--- config.mk ---
export PLATFORM = sky130hd
export DESIGN_NAME = jsc_top
export DESIGN_NICKNAME = d
export VERILOG_FILES = /design/src/core/jsc_pkg.sv /design/src/core/jsc_scan_if.sv /design/src/core/jsc_scan_timer.sv /design/src/core/jsc_lookup.sv /design/src/core/jsc_top.sv
export SDC_FILE = /design/constraint.sdc
export NUM_CORES = 1
export LEC_CHECK = 0
export BUFFER_PORTS_ARGS = -buffer_cell sky130_fd_sc_hd__buf_2
export CELL_PAD_IN_SITES_DETAIL_PLACEMENT = 1
export CELL_PAD_IN_SITES_GLOBAL_PLACEMENT = 1
export CORE_MARGIN = 1.5
export CORE_UTILIZATION = 25
export DETAILED_ROUTE_END_ITERATION = 10
export PLACE_DENSITY_LB_ADDON = 0.1
export SETUP_SLACK_MARGIN = 0.1
export SLEW_MARGIN = 20
export SYNTH_ARGS = -nofsm -noshare
export SYNTH_HDL_FRONTEND = slang
export SYNTH_HIERARCHICAL = 1
export SYNTH_SLANG_ARGS = --single-unit
--- constraint.sdc ---
create_clock -name i_mclk -period 4.5 [get_ports i_mclk]
set_input_delay 0.45 -clock i_mclk [delete_from_list [all_inputs] [get_ports i_mclk]]
set_output_delay 0.45 -clock i_mclk [all_outputs]
set_load 0.1 [all_outputs]
--- src/core/jsc_pkg.sv ---
// Package of constants and types for the join and scan configuration block.
// Overview of operation
// - Successful label lookup loads target address, replies OK, leaves command mode.
// - Lookup ends with ERROR after 200 ms silence or when no parameter given.
// - Coordinator role flag is read/write; 0 end node, 1 coordinator; resets 0.
// - Mask bit n enables scanning of channel 0x0B plus n.
// - Mask applies to command scans, end-node joining and coordinator startup scans.
// - Mask resets to 0x1FFE; high-power variant forbids bits 0, 14, 15.
// - Scan time is enabled channels times two to exponent times 15.36 ms.
// - Survey length exponent is read/write, range 0 to 0x0F, resets to 4.
// - Coordinator uses exponent for network scan and energy scan lengths.
// - End-node bit 0 clear joins only matching network identifier.
// - End-node bit 1 clear joins only coordinator on the set channel.
// - End-node bit 2 enables join retries until success; beacon networks always join.
// - End-node bit 3 makes a pin wake-up send a poll request.
// - End-node options range 0 to 0x0F, reset 0; bits 4 to 7 reserved.
// - Coordinator bit 0 scans for free network identifier and replaces on conflict.
// - Coordinator bit 1 runs energy scan and moves to the free channel.
// - Coordinator bit 2 accepts join requests; clear refuses all joiners.
// - Coordinator options range 0 to 7, reset 6; bits 3 to 7 reserved.
package jsc_pkg;
   // ***************************************************************
   // Register selection and reset values.
   // ***************************************************************
   typedef enum logic [2:0] {
      JSC_SEL_ROLE, JSC_SEL_MASK, JSC_SEL_EXP, JSC_SEL_ENOPT, JSC_SEL_COPT
   } jsc_sel_t;
   localparam logic        ROLE_RST    = 1'b0;
   localparam logic [15:0] MASK_RST    = 16'h1ffe;
   localparam logic [15:0] MASK_HP_BAN = 16'hc001;
   localparam logic [3:0]  EXP_RST     = 4'h4;
   localparam logic [7:0]  ENOPT_RST   = 8'h00;
   localparam logic [7:0]  ENOPT_MASK  = 8'h0f;
   localparam logic [7:0]  COPT_RST    = 8'h06;
   localparam logic [7:0]  COPT_MASK   = 8'h07;
   localparam int          EN_PAN_BIT  = 0;
   localparam int          EN_LANE_BIT = 1;
   localparam int          EN_AUTO_BIT = 2;
   localparam int          EN_POLL_BIT = 3;
   localparam int          CO_PAN_BIT  = 0;
   localparam int          CO_LANE_BIT = 1;
   localparam int          CO_ACPT_BIT = 2;
   localparam logic [7:0]  LANE_BASE   = 8'h0b;
   // ***************************************************************
   // Timing.
   // ***************************************************************
   localparam int CLK_HZ         = 100_000_000;
   localparam int LOOKUP_MS      = 200;
   localparam int LOOKUP_CYC     = LOOKUP_MS * (CLK_HZ / 1000);
   localparam int SCAN_UNIT_NS   = 15_360_000;
   localparam int CLK_NS         = 1_000_000_000 / CLK_HZ;
   localparam int SCAN_UNIT_CYC  = SCAN_UNIT_NS / CLK_NS;
   typedef enum logic [1:0] {JSC_LK_IDLE, JSC_LK_WAIT} jsc_lk_t;
endpackage : jsc_pkg

--- src/core/jsc_scan_if.sv ---
// Interface carrying the scan request and its timing between modules.
`timescale 1ns/1ns
interface jsc_scan_if;
   logic        start;
   logic [15:0] mask;
   logic [3:0]  exp;
   logic        busy;
   logic        done;
   modport ctl (output start, mask, exp, input busy, done);
   modport tmr (input start, mask, exp, output busy, done);
endinterface : jsc_scan_if

--- src/core/jsc_scan_timer.sv ---
// Scan timer: enabled channel count times two to the exponent scan units.
`timescale 1ns/1ns
module jsc_scan_timer
   import jsc_pkg::*;
#(
   parameter int UNIT_CYC = SCAN_UNIT_CYC
) (
   input  wire logic i_mclk,   // System clock.
   input  wire logic i_reset,  // Asynchronous reset.
   jsc_scan_if.tmr   scan      // Scan request and status.
);
   function automatic logic [4:0] popcnt(input logic [15:0] m);
      logic [4:0] c;
      c = 5'h0;
      for (int i = 0; i < 16; i++) begin
         c = c + {4'h0, m[i]};
      end
      return c;
   endfunction : popcnt

   logic [4:0]  chan_r, chan_nxt;
   logic [15:0] per_r, per_nxt, pld_r, pld_nxt;
   logic [31:0] unit_r, unit_nxt;
   logic        busy_r, busy_nxt, done_r, done_nxt;

   always_comb begin
      chan_nxt = chan_r;
      per_nxt  = per_r;
      pld_nxt  = pld_r;
      unit_nxt = unit_r;
      busy_nxt = busy_r;
      done_nxt = 1'b0;
      if (!busy_r && scan.start) begin
         chan_nxt = popcnt(scan.mask);
         per_nxt  = 16'h1 << scan.exp;
         // The period is held so that a later exponent write cannot stretch this scan.
         pld_nxt  = 16'h1 << scan.exp;
         unit_nxt = 32'(UNIT_CYC - 1);
         busy_nxt = (popcnt(scan.mask) != 5'h0);
         done_nxt = (popcnt(scan.mask) == 5'h0);
      end else if (busy_r) begin
         if (unit_r != 32'h0) begin
            unit_nxt = unit_r - 32'h1;
         end else begin
            unit_nxt = 32'(UNIT_CYC - 1);
            if (per_r != 16'h1) begin
               per_nxt = per_r - 16'h1;
            end else if (chan_r != 5'h1) begin
               chan_nxt = chan_r - 5'h1;
               per_nxt  = pld_r;
            end else begin
               busy_nxt = 1'b0;
               done_nxt = 1'b1;
            end
         end
      end
   end

   always_ff @(posedge i_mclk or posedge i_reset) begin
      if (i_reset) begin
         chan_r <= 5'h0;
         per_r  <= 16'h0;
         pld_r  <= 16'h0;
         unit_r <= 32'h0;
         busy_r <= 1'b0;
         done_r <= 1'b0;
      end else begin
         chan_r <= chan_nxt;
         per_r  <= per_nxt;
         pld_r  <= pld_nxt;
         unit_r <= unit_nxt;
         busy_r <= busy_nxt;
         done_r <= done_nxt;
      end
   end
   assign scan.busy = busy_r;
   assign scan.done = done_r;
endmodule : jsc_scan_timer

--- src/core/jsc_lookup.sv ---
// Node label lookup sequencer with timeout.
`timescale 1ns/1ns
module jsc_lookup
   import jsc_pkg::*;
#(
   parameter int TIMEOUT_CYC = LOOKUP_CYC
) (
   input  wire logic        i_mclk,      // System clock.
   input  wire logic        i_reset,     // Asynchronous reset.
   input  wire logic        i_start,     // Lookup command pulse.
   input  wire logic        i_has_param, // Label parameter present.
   input  wire logic        i_match,     // Matching module answered.
   input  wire logic [63:0] i_addr,      // Address of the answering module.
   output logic             o_ok,        // Lookup succeeded pulse.
   output logic             o_err,       // Lookup failed pulse.
   output logic [63:0]      o_addr       // Captured address.
);
   jsc_lk_t     st_r, st_nxt;
   logic [31:0] cnt_r, cnt_nxt;
   logic        ok_r, ok_nxt, err_r, err_nxt;
   logic [63:0] addr_r, addr_nxt;

   always_comb begin
      st_nxt   = st_r;
      cnt_nxt  = cnt_r;
      ok_nxt   = 1'b0;
      err_nxt  = 1'b0;
      addr_nxt = addr_r;
      unique case (st_r)
         JSC_LK_IDLE: begin
            if (i_start && !i_has_param) begin
               err_nxt = 1'b1;
            end else if (i_start) begin
               st_nxt  = JSC_LK_WAIT;
               cnt_nxt = 32'(TIMEOUT_CYC - 1);
            end
         end
         JSC_LK_WAIT: begin
            if (i_match) begin
               addr_nxt = i_addr;
               ok_nxt   = 1'b1;
               st_nxt   = JSC_LK_IDLE;
            end else if (cnt_r == 32'h0) begin
               err_nxt = 1'b1;
               st_nxt  = JSC_LK_IDLE;
            end else begin
               cnt_nxt = cnt_r - 32'h1;
            end
         end
      endcase
   end

   always_ff @(posedge i_mclk or posedge i_reset) begin
      if (i_reset) begin
         st_r   <= JSC_LK_IDLE;
         cnt_r  <= 32'h0;
         ok_r   <= 1'b0;
         err_r  <= 1'b0;
         addr_r <= 64'h0;
      end else begin
         st_r   <= st_nxt;
         cnt_r  <= cnt_nxt;
         ok_r   <= ok_nxt;
         err_r  <= err_nxt;
         addr_r <= addr_nxt;
      end
   end
   assign o_ok   = ok_r;
   assign o_err  = err_r;
   assign o_addr = addr_r;

   a_lookup_timeout: assert property (@(posedge i_mclk) disable iff (i_reset)
      (st_r == JSC_LK_WAIT && cnt_r == 32'h0 && !i_match) |=> err_r)
      else $error("Lookup timeout did not report an error.");
   a_lookup_noparam: assert property (@(posedge i_mclk) disable iff (i_reset)
      (st_r == JSC_LK_IDLE && i_start && !i_has_param) |=> (err_r && !ok_r))
      else $error("Lookup without parameter did not fail.");
   a_lookup_addr_load: assert property (@(posedge i_mclk) disable iff (i_reset)
      (st_r == JSC_LK_WAIT && i_match) |=> (ok_r && addr_r == $past(i_addr)))
      else $error("Lookup success did not capture the address.");
   c_lookup_ok: cover property (@(posedge i_mclk) disable iff (i_reset) ok_r);
   c_lookup_err: cover property (@(posedge i_mclk) disable iff (i_reset) err_r);
endmodule : jsc_lookup

--- src/core/jsc_top.sv ---
// Join and scan configuration block: registers, scan control and join policy.
`timescale 1ns/1ns
module jsc_top
   import jsc_pkg::*;
#(
   parameter int  LOOKUP_TMO = LOOKUP_CYC,    // Lookup timeout in cycles.
   parameter int  UNIT_CYC   = SCAN_UNIT_CYC, // Scan unit in cycles.
   parameter bit  HIGH_POWER = 1'b0           // High-power variant.
) (
   input  wire logic        i_mclk,          // System clock.
   input  wire logic        i_reset,         // Asynchronous reset.
   input  wire logic        i_wr,            // Register write strobe.
   input  wire logic [2:0]  i_sel,           // Register select.
   input  wire logic [15:0] i_wdata,         // Register write data.
   output logic [15:0]      o_rdata,         // Register read data.
   input  wire logic        i_lookup,        // Label lookup command pulse.
   input  wire logic        i_lookup_param,  // Lookup parameter present.
   input  wire logic        i_lookup_match,  // Matching module answered.
   input  wire logic [63:0] i_lookup_addr,   // Answering module address.
   output logic             o_reply_ok,      // OK reply pulse.
   output logic             o_reply_err,     // ERROR reply pulse.
   output logic             o_exit_cmd,      // Leave command mode pulse.
   output logic [31:0]      o_target_addr_low,  // Target address low word.
   output logic [31:0]      o_target_addr_high, // Target address high word.
   input  wire logic        i_scan_cmd,      // Command-mode scan request pulse.
   input  wire logic        i_join_start,    // Start joining or coordinator startup.
   input  wire logic        i_beacon_net,    // Network uses beacons.
   output logic             o_scan_busy,     // Scan in progress.
   output logic             o_scan_done,     // Scan finished pulse.
   output logic [15:0]      o_active_mask,   // Channels the current scan covers.
   output logic [3:0]       o_active_exp,    // Exponent of the current scan.
   input  wire logic [15:0] i_pan_number,    // Own network identifier.
   input  wire logic [7:0]  i_radio_lane,    // Own channel.
   input  wire logic [15:0] i_cand_pan,      // Candidate coordinator network id.
   input  wire logic [7:0]  i_cand_lane,     // Candidate coordinator channel.
   output logic             o_cand_ok,       // Candidate may be joined.
   input  wire logic        i_joined,        // Join attempt succeeded.
   output logic             o_join_retry,    // Retry join pulse.
   input  wire logic        i_pin_wake,      // Wake-up from the pin pulse.
   output logic             o_poll_req,      // Poll coordinator pulse.
   output logic             o_accept_joiners,// Coordinator takes join requests.
   output logic             o_reassign_pan,  // Coordinator scans for free id.
   output logic             o_reassign_lane  // Coordinator energy scans.
);
   // ***************************************************************
   // Configuration registers.
   // ***************************************************************
   logic        role_r, role_nxt;
   logic [15:0] mask_r, mask_nxt;
   logic [3:0]  exp_r, exp_nxt;
   logic [7:0]  enopt_r, enopt_nxt;
   logic [7:0]  copt_r, copt_nxt;

   always_comb begin
      role_nxt  = role_r;
      mask_nxt  = mask_r;
      exp_nxt   = exp_r;
      enopt_nxt = enopt_r;
      copt_nxt  = copt_r;
      if (i_wr) begin
         unique case (jsc_sel_t'(i_sel))
            JSC_SEL_ROLE:  role_nxt = i_wdata[0];
            JSC_SEL_MASK:  mask_nxt = HIGH_POWER ? (i_wdata & ~MASK_HP_BAN)
                                                 : i_wdata;
            JSC_SEL_EXP:   exp_nxt = i_wdata[3:0];
            JSC_SEL_ENOPT: enopt_nxt = i_wdata[7:0] & ENOPT_MASK;
            JSC_SEL_COPT:  copt_nxt = i_wdata[7:0] & COPT_MASK;
            default: ;
         endcase
      end
   end

   always_ff @(posedge i_mclk or posedge i_reset) begin
      if (i_reset) begin
         role_r  <= ROLE_RST;
         mask_r  <= MASK_RST;
         exp_r   <= EXP_RST;
         enopt_r <= ENOPT_RST;
         copt_r  <= COPT_RST;
      end else begin
         role_r  <= role_nxt;
         mask_r  <= mask_nxt;
         exp_r   <= exp_nxt;
         enopt_r <= enopt_nxt;
         copt_r  <= copt_nxt;
      end
   end

   always_comb begin
      unique case (jsc_sel_t'(i_sel))
         JSC_SEL_ROLE:  o_rdata = {15'h0, role_r};
         JSC_SEL_MASK:  o_rdata = mask_r;
         JSC_SEL_EXP:   o_rdata = {12'h0, exp_r};
         JSC_SEL_ENOPT: o_rdata = {8'h0, enopt_r};
         JSC_SEL_COPT:  o_rdata = {8'h0, copt_r};
         default:       o_rdata = 16'h0;
      endcase
   end

   // ***************************************************************
   // Label lookup.
   // ***************************************************************
   logic        lk_ok, lk_err;
   logic [63:0] lk_addr;

   jsc_lookup #(.TIMEOUT_CYC(LOOKUP_TMO)) u_lookup (
      .i_mclk      (i_mclk),
      .i_reset     (i_reset),
      .i_start     (i_lookup),
      .i_has_param (i_lookup_param),
      .i_match     (i_lookup_match),
      .i_addr      (i_lookup_addr),
      .o_ok        (lk_ok),
      .o_err       (lk_err),
      .o_addr      (lk_addr)
   );
   assign o_reply_ok         = lk_ok;
   assign o_exit_cmd         = lk_ok;
   assign o_reply_err        = lk_err;
   assign o_target_addr_low  = lk_addr[31:0];
   assign o_target_addr_high = lk_addr[63:32];

   // ***************************************************************
   // Scan control.
   // ***************************************************************
   jsc_scan_if scan_bus ();
   logic coord_scan;
   logic join_pend_r, join_pend_nxt;
   logic retry_r, retry_nxt, poll_r, poll_nxt;

   // A coordinator startup scan runs only when one of its reassign options is set.
   assign coord_scan = role_r && (copt_r[CO_PAN_BIT] || copt_r[CO_LANE_BIT]);
   assign scan_bus.start = !scan_bus.busy && (i_scan_cmd ||
                           (i_join_start && (coord_scan || !role_r)) ||
                           (retry_r && !role_r));
   assign scan_bus.mask = mask_r;
   assign scan_bus.exp  = exp_r;

   jsc_scan_timer #(.UNIT_CYC(UNIT_CYC)) u_scan (
      .i_mclk  (i_mclk),
      .i_reset (i_reset),
      .scan    (scan_bus)
   );

   logic [15:0] amask_r;
   logic [3:0]  aexp_r;
   always_ff @(posedge i_mclk or posedge i_reset) begin
      if (i_reset) begin
         amask_r <= MASK_RST;
         aexp_r  <= EXP_RST;
      end else if (scan_bus.start) begin
         amask_r <= mask_r;
         aexp_r  <= exp_r;
      end
   end
   assign o_active_mask = amask_r;
   assign o_active_exp  = aexp_r;
   assign o_scan_busy   = scan_bus.busy;
   assign o_scan_done   = scan_bus.done;

   // ***************************************************************
   // Join policy.
   // ***************************************************************
   assign o_cand_ok = !role_r &&
                      (enopt_r[EN_PAN_BIT] || i_cand_pan == i_pan_number) &&
                      (enopt_r[EN_LANE_BIT] || i_cand_lane == i_radio_lane);
   assign o_accept_joiners = role_r && copt_r[CO_ACPT_BIT];
   assign o_reassign_pan   = role_r && copt_r[CO_PAN_BIT];
   assign o_reassign_lane  = role_r && copt_r[CO_LANE_BIT];

   always_comb begin
      join_pend_nxt = join_pend_r;
      retry_nxt     = 1'b0;
      poll_nxt      = i_pin_wake && !role_r && enopt_r[EN_POLL_BIT];
      if (i_joined || role_r) begin
         join_pend_nxt = 1'b0;
      end else if (join_pend_r && scan_bus.done &&
                   (enopt_r[EN_AUTO_BIT] || i_beacon_net)) begin
         retry_nxt = 1'b1;
      end
      // A new join request wins over a clear in the same cycle.
      if (i_join_start && !role_r) begin
         join_pend_nxt = 1'b1;
      end
   end

   always_ff @(posedge i_mclk or posedge i_reset) begin
      if (i_reset) begin
         join_pend_r <= 1'b0;
         retry_r     <= 1'b0;
         poll_r      <= 1'b0;
      end else begin
         join_pend_r <= join_pend_nxt;
         retry_r     <= retry_nxt;
         poll_r      <= poll_nxt;
      end
   end
   assign o_join_retry = retry_r;
   assign o_poll_req   = poll_r;

   // ***************************************************************
   // Checks.
   // ***************************************************************
   a_role_write: assert property (@(posedge i_mclk) disable iff (i_reset)
      (i_wr && i_sel == 3'(JSC_SEL_ROLE)) |=> (role_r == $past(i_wdata[0])))
      else $error("Role flag write not visible.");
   a_enopt_resv: assert property (@(posedge i_mclk) disable iff (i_reset)
      (enopt_r & ~ENOPT_MASK) == 8'h00)
      else $error("Reserved end-node option bit set.");
   a_copt_resv: assert property (@(posedge i_mclk) disable iff (i_reset)
      (copt_r & ~COPT_MASK) == 8'h00)
      else $error("Reserved coordinator option bit set.");
   a_mask_hp: assert property (@(posedge i_mclk) disable iff (i_reset)
      !HIGH_POWER || (mask_r & MASK_HP_BAN) == 16'h0)
      else $error("Forbidden channel enabled on high-power variant.");
   a_poll_wake: assert property (@(posedge i_mclk) disable iff (i_reset)
      (i_pin_wake && !role_r && enopt_r[EN_POLL_BIT]) |=> o_poll_req)
      else $error("Pin wake did not poll.");
   a_scan_mask_use: assert property (@(posedge i_mclk) disable iff (i_reset)
      scan_bus.start |=> (o_active_mask == $past(mask_r) &&
      o_scan_busy == ($past(mask_r) != 16'h0)))
      else $error("Scan did not take the channel mask.");
   a_cand_pan: assert property (@(posedge i_mclk) disable iff (i_reset)
      (!enopt_r[EN_PAN_BIT] && i_cand_pan != i_pan_number) |-> !o_cand_ok)
      else $error("Joined a foreign network.");
   a_cand_lane: assert property (@(posedge i_mclk) disable iff (i_reset)
      (!enopt_r[EN_LANE_BIT] && i_cand_lane != i_radio_lane) |-> !o_cand_ok)
      else $error("Joined a foreign channel.");
   a_accept_gate: assert property (@(posedge i_mclk) disable iff (i_reset)
      (i_wr && i_sel == 3'(JSC_SEL_COPT)) |=>
      (o_accept_joiners == (role_r && $past(i_wdata[CO_ACPT_BIT]))))
      else $error("Joiners accepted while disallowed.");
   c_scan_done: cover property (@(posedge i_mclk) disable iff (i_reset) o_scan_done);
   c_join_retry: cover property (@(posedge i_mclk) disable iff (i_reset) o_join_retry);
   c_poll: cover property (@(posedge i_mclk) disable iff (i_reset) o_poll_req);
endmodule : jsc_top

Word-level counts from Yosys, hierarchy flattened
Cells that the tools add are included.
{"block": "totals", "output_inout_bits": 111, "register_bits": 222, "inputBits": 142, "word_cells": 148}
{"block": "classes", "addsub": 19, "reduce_logical": 47, "muxes": 44, "n_eq_ne": 16, "shift": 1}
{"operator": "32-bit two-way mux", "count": 7}
{"operator": "16-bit two-way mux", "count": 5}
{"operator": "16-bit one-hot mux with 5 select lines", "count": 1}
{"operator": "5-bit by 1-bit adder with 5-bit output", "count": 14}
{"operator": "32-bit one-hot mux with 2 select lines", "count": 1}
{"operator": "32-bit by 1-bit subtractor with 32-bit output, second input constant", "count": 2}
{"operator": "32-bit zero test", "count": 1}
{"operator": "32-bit nonzero test", "count": 1}
{"operator": "5-bit two-way mux", "count": 5}
{"operator": "1-bit two-way mux", "count": 19}
{"operator": "16-bit == test", "count": 1}
{"operator": "1-bit logical AND", "count": 16}
{"operator": "16-bit by 1-bit inequality test with 1-bit output, second input constant", "count": 1}
{"operator": "1-bit by 4-bit << shifter with 16-bit output, first input constant", "count": 1}
{"operator": "16-bit by 1-bit subtractor with 16-bit output, second input constant", "count": 1}
{"operator": "2-bit AND reduction", "count": 6}
{"operator": "8-bit == test", "count": 1}
{"operator": "1-bit logical OR", "count": 8}
{"operator": "2-bit two-way mux", "count": 4}
{"operator": "2-bit inequality test, second input constant", "count": 4}
{"operator": "4-bit AND reduction", "count": 2}
{"operator": "3-bit by 2-bit == test with 1-bit output, second input constant", "count": 2}
{"operator": "3-bit AND reduction", "count": 2}
{"operator": "2-bit nonzero test", "count": 3}
{"operator": "other kinds (16)", "count": 19}

Logic depth before layout (Yosys ltp)
{"block": "depth", "ltp_word": 17, "mapped_depth": 14, "depth_no_buf": 14}

Modules after synthesis
Netlist, hierarchy kept.
{"module": "jsc_scan_timer", "cells_each": 520, "area_each_um2": 4569.4, "instances": 1, "seq_area_each_um2": 1776.7}
{"module": "jsc_lookup", "cells_each": 359, "area_each_um2": 4463.0, "instances": 1, "seq_area_each_um2": 2477.4}
{"module": "jsc_top", "cells_each": 193, "area_each_um2": 2608.8, "instances": 1, "seq_area_each_um2": 1311.3}

Least setup slack after synthesis
Ideal clock, no wire load.
{"block": "synth_path", "kind": "reg-to-reg", "from": "register mask_r[5]", "to": "register u_scan.done_r, in the netlist u_scan/scan.done", "stages_incl_launch_ff": 15, "required_ns": 4.416, "setup_ns": 0.084, "slack_ns": 0.582, "n_path_buf": 0, "arrival_ns": 3.834, "synth_period_minus_slack_ns": 3.918, "cell_sequence": "dfstp_2 -> inv_1 -> fa_1 -> fa_1 -> fa_1 -> fa_1 -> inv_1 -> ha_1 -> inv_1 -> fa_1 -> xnor2_1 -> nor3b_1 -> nand2_1 -> or3_1 -> o21ai_0"}
{"block": "synth_between", "elab_chain_cells": 13}
{"item": "start, declared", "line_no": "jsc_top.sv:49", "text": "logic [15:0] mask_r, mask_nxt;"}
{"item": "start signal, assigned", "line_no": "jsc_top.sv:82", "text": "mask_r <= mask_nxt;"}
{"item": "5-bit by 1-bit adder with 5-bit output (11 in a row)", "line_no": "jsc_scan_timer.sv:16", "text": "c = c + {4'h0, m[i]};"}
{"item": "5-bit zero test", "line_no": "jsc_scan_timer.sv:40", "text": "done_nxt = (popcnt(scan.mask) == 5'h0);"}
{"item": "1-bit two-way mux", "line_no": "jsc_scan_timer.sv:33", "text": "if (!busy_r && scan.start) begin"}
{"item": "via u_scan.done_nxt", "line_no": "jsc_scan_timer.sv:24", "text": "logic busy_r, busy_nxt, done_r, done_nxt;"}
{"item": "end signal, assigned", "line_no": "jsc_scan_timer.sv:73", "text": "done_r <= done_nxt;"}
{"item": "end, declared", "line_no": "jsc_scan_timer.sv:24"}
The timed path passes the listed nets, and every way through them passes these cells.
A chain may end at the register's enable or synchronous reset.

Final worst setup path
Ends and elaborated chain as after synthesis.

==> flow_metrics.tcl <==
set metrics [dict create \
    synthToLayoutAreaGrowth_pct 23.9 \
    ys.warnings.count 6 \
    skew_ps 52.7 \
    crit_buf_inv 3 \
    power_switching_share 0.429 \
    power_density_nw_per_um2 543 \
    worst_pin_slew_ps 853 \
    post_synth_fa_ha_maj_area_fraction 0.0301 \
    core-area_sq_um 45700 \
    cp.required_ps 4960 \
    wire_per_inst_um 19.0 \
    detail-route-antenna-nets 0 \
    cts_sinks 221 \
    cts_inserted_buffers 28 \
    grt_max_degree 66 \
    cap_viol_max_count 0 \
    finalWeightedCongestion 0.774 \
    path_cells "inv_1, fa_1, fa_1, fa_1, fa_1, inv_1, ha_1, inv_1, fa_2, nor3b_2, nand2_1, or3_1, o21ai_0" \
    synth_compound_area_frac 0.108 \
    dieArea_sq_um 47900 \
    synth_top_family_by_area "simple AND/OR/NAND/NOR gates" \
    io_pins 253 \
    status "completed" \
    ys_types 97 \
    grt_pass1_vias 10300 \
    clock.fmax_mhz 240 \
    crit_top_cell "fa_1" \
    grt_setup_unrepaired "no" \
    crit_path_end_kind "flip-flop" \
    start_util 0.255 \
    path_delay_family "adder cells" \
    worstPathArrival_ps 4620 \
    cts.reportedPaths.clkPinSlew_ps 60 \
    wirelength_mm 37.0 \
    combPwrFrac 0.394 \
    clock_power_share 0.277 \
    rows 78 \
    netlist_area_sq_um 11600 \
    yosysSeqAreaShare 0.478 \
    design_area_sq_um 14400 \
    port_buffers 252 \
    yosys.area_share.simple 0.186 \
    hpwl_mm 27.4 \
    cts.htree.levels 1 \
    cts_root_buf "clkbuf_16" \
    grt_pass1_wl_mm 59.7 \
    first_pass_iters 4 \
    slew_violations 0 \
    vdd_ir_drop_max_mv 0.416 \
    muxShareOfSynthArea 0.119 \
    track_usage 0.158 \
    synth_xor_area_frac 0.0384 \
    max_stage_delay_ps 560 \
    finalSetupViolCount 0 \
    setup_tns_ps 0 \
    seqPwrFrac 0.329 \
    synth_nets 1236 \
    drive_gt1_frac 0.367 \
    fin_crit_ps 4160 \
    drt_iter0_drc 307 \
    ys_ff_latch 221 \
    antenna_found_initial 4 \
    final_hold_viol_count 0 \
    ctsLongestPathBuffers 3 \
    postCtsSetupBuffers 0 \
    num_vias 9311 \
    die_x_um 219 \
    fin_nets 1489 \
    async_reset_ff_frac 1.00 \
    detail_route.vias_per_cell 4.78 \
    p_int_mw 4.47 \
    post-route-period-util 0.925 \
    clk_latency_ps 590 \
    drc 0 \
    p_sw_mw 3.36 \
    crit_fanout 4 \
    netlist_instances 1072 \
    grt-ovfl-total 0 \
    cts_tree "yes" \
    post_dp_cell_area_sq_um 13500 \
    ys.flop_type "dfrtp_1" \
    crit_type "flip-flop to flip-flop" \
    start_kind "flip-flop" \
    synth_edf_count 0 \
    worstHoldPathType "primary input to flip-flop" \
    leakagePower_nw 6.47 \
    slowest_stage "fa_1" \
    syn_avg_cell_area_sq_um 10.9 \
    slew-limit-headroom 0.431 \
    die_h_um 219 \
]
==> power by group through the flow <==
stage	Combinational, mW	Sequential, mW	Clock (mW)
5_1_grt	3.35	2.63	2.35
4_1_cts	3.09	2.58	2.28
3_3_place_gp	3.06	2.60	0
2_1_floorplan	1.32	3.70	0
3_5_place_dp	3.08	2.61	0
6_report	3.09	2.58	2.17
==> flip-flops by register name (all words and copies together) (netlist names), 5 cells and up <==
register / flops
o_active_mask: 16
u_scan/chan_r: 5
u_lookup/cnt_r: 32
u_lookup/o_addr: 64
u_scan/unit_r: 32
u_scan/pld_r: 16
u_scan/per_r: 16
mask_r: 16
==> cell families after synthesis <==
| kind of cell | after synthesis |
|---|---|
| compound gates | 185 |
| mux | 120 |
| simple gates | 378 |
| flops | 221 |
| buf+inv | 95 |
| xor+xnor | 51 |
| fa+ha+maj | 22 |
==> routing by layer <==
metal  share of wire  up-vias  track usage  wire [um]
met3           0.067       40       0.0489       2480
li1                -     4395            -          -
met2            0.47      206        0.262      17200
met5         0.00078        -            0         29
met1            0.45     4666        0.202      16600
met4           0.015        4       0.0306        572
==> worst paths after layout <==
kind	cells after the start	slack, ps	startpoint	endpoint
min reg2reg	2	470	u_scan/pld_r[13]$_DFFE_PP0P_	u_scan/pld_r[13]$_DFFE_PP0P_
max reg2reg	13	340	mask_r[5]$_DFFE_PP1P_	u_scan/scan.done$_DFF_PP0_
max	13	340	mask_r[5]$_DFFE_PP1P_	u_scan/scan.done$_DFF_PP0_
min in group asynchronous	3	420	i_reset	role_r$_DFFE_PP0P_
min	3	80	i_pin_wake	o_poll_req$_DFF_PP0_
max in group asynchronous	4	2740	i_reset	u_scan/unit_r[6]$_DFFE_PP0N_
==> cell type report <==
class | count | area [sq um]
Multi-Input combinational cell | 756 | 5640
Inverter | 49 | 186
Fill cell | 5268 | 31300
Antenna cell | 2 | 5.00
Sequential cell | 221 | 5570
Timing Repair Buffer | 269 | 1390
Clock buffer | 50 | 853
Clock inverter | 2 | 35.0
Tap cell | 600 | 751
==> worst reg2reg max path, stage by stage, from the launching register on <==
cell     delay (ps)
dfstp_2         550
inv_1            60
fa_1            560
fa_1            440
fa_1            540
fa_1            410
inv_1            70
ha_1            170
inv_1            60
fa_2            520
nor3b_2         160
nand2_1          90
or3_1           330
o21ai_0          90
==> cell usage after synthesis, types with 5 or more instances <==
| master | count | area [sq um] |
|---|---|---|
| inv_1 | 49 | 184 |
| and3_1 | 9 | 56.3 |
| nor2b_1 | 10 | 62.6 |
| mux2_4 | 10 | 150 |
| nor2_1 | 59 | 221 |
| nand3_1 | 24 | 120 |
| ha_1 | 12 | 150 |
| a21oi_1 | 36 | 180 |
| nand2b_1 | 11 | 68.8 |
| o22ai_1 | 5 | 31.3 |
| fa_1 | 10 | 200 |
| xor2_1 | 36 | 315 |
| o21ai_0 | 43 | 215 |
| o41ai_1 | 5 | 43.8 |
| buf_2 | 10 | 50.1 |
| nor3_1 | 25 | 125 |
| nand2_1 | 97 | 364 |
| buf_6 | 5 | 56.3 |
| a31oi_1 | 12 | 75.1 |
| nand3b_1 | 6 | 45.0 |
| nor4_1 | 24 | 150 |
| mux2i_1 | 6 | 60.1 |
| nand4_1 | 8 | 50.1 |
| a22oi_1 | 5 | 37.5 |
| o31ai_1 | 7 | 52.6 |
| a211oi_1 | 5 | 37.5 |
| nor4_2 | 5 | 62.6 |
| mux2_2 | 104 | 1170 |
| o211ai_1 | 11 | 82.6 |
| or2_2 | 5 | 31.3 |
| or3_1 | 16 | 100 |
| dfrtp_1 | 193 | 4830 |
| or4_1 | 16 | 120 |
| xnor2_1 | 15 | 131 |
| dfstp_2 | 28 | 736 |
| clkbuf_1 | 22 | 82.6 |
| and2_1 | 19 | 119 |
| a21o_1 | 5 | 37.5 |
==> cell usage in the layout, fill, tap and decap left out, types with 6 or more instances in the layout <==
master / synthesis / final
buf_4: 3 / 16
clkbuf_16: 0 / 28
fa_1: 10 / 9
or3_1: 16 / 16
o211ai_1: 11 / 11
or4_1: 16 / 16
a21oi_1: 36 / 36
inv_1: 49 / 46
and2_1: 19 / 19
nand4_1: 8 / 8
nand2_1: 97 / 96
mux2i_1: 6 / 6
o21ai_0: 43 / 43
dfstp_2: 28 / 28
nor2_1: 59 / 59
ha_1: 12 / 12
o31ai_1: 7 / 7
clkbuf_1: 22 / 15
nand3b_1: 6 / 6
xnor2_1: 15 / 15
nand2b_1: 11 / 11
clkbuf_8: 2 / 7
and3_1: 9 / 9
xor2_1: 36 / 36
nor4_1: 24 / 24
a31oi_1: 12 / 12
dfrtp_1: 193 / 193
mux2_2: 104 / 104
nor3_1: 25 / 25
buf_2: 10 / 252
nand3_1: 24 / 24
mux2_4: 10 / 10
nor2b_1: 10 / 10
==> through the flow <==
| step | setup slack [ps] | hold WS, ps | util | std cells | total power, mW |
|---|---|---|---|---|---|
| after global placement | 379 | 449 | 0.296 | 1894 | 5.65 |
| after floorplan | 582 | 433 | - | 1072 | 5.02 |
| final | 337 | 82.2 | 0.316 | 1949 | 7.83 |
| after global routing | 128 | 61.2 | 0.316 | 1947 | 8.34 |
| after CTS | 158 | 40.3 | 0.316 | 1947 | 7.95 |
| after detailed placement | 243 | 457 | 0.296 | 1894 | 5.69 |
==> timing repair <==
item	4_1_cts	5_1_grt
resized for setup	0	2
endpoints found under the setup margin	0	2
hold endpoints to repair	10	0
hold buffers	1	0
(Power assumes the default switching activity.)
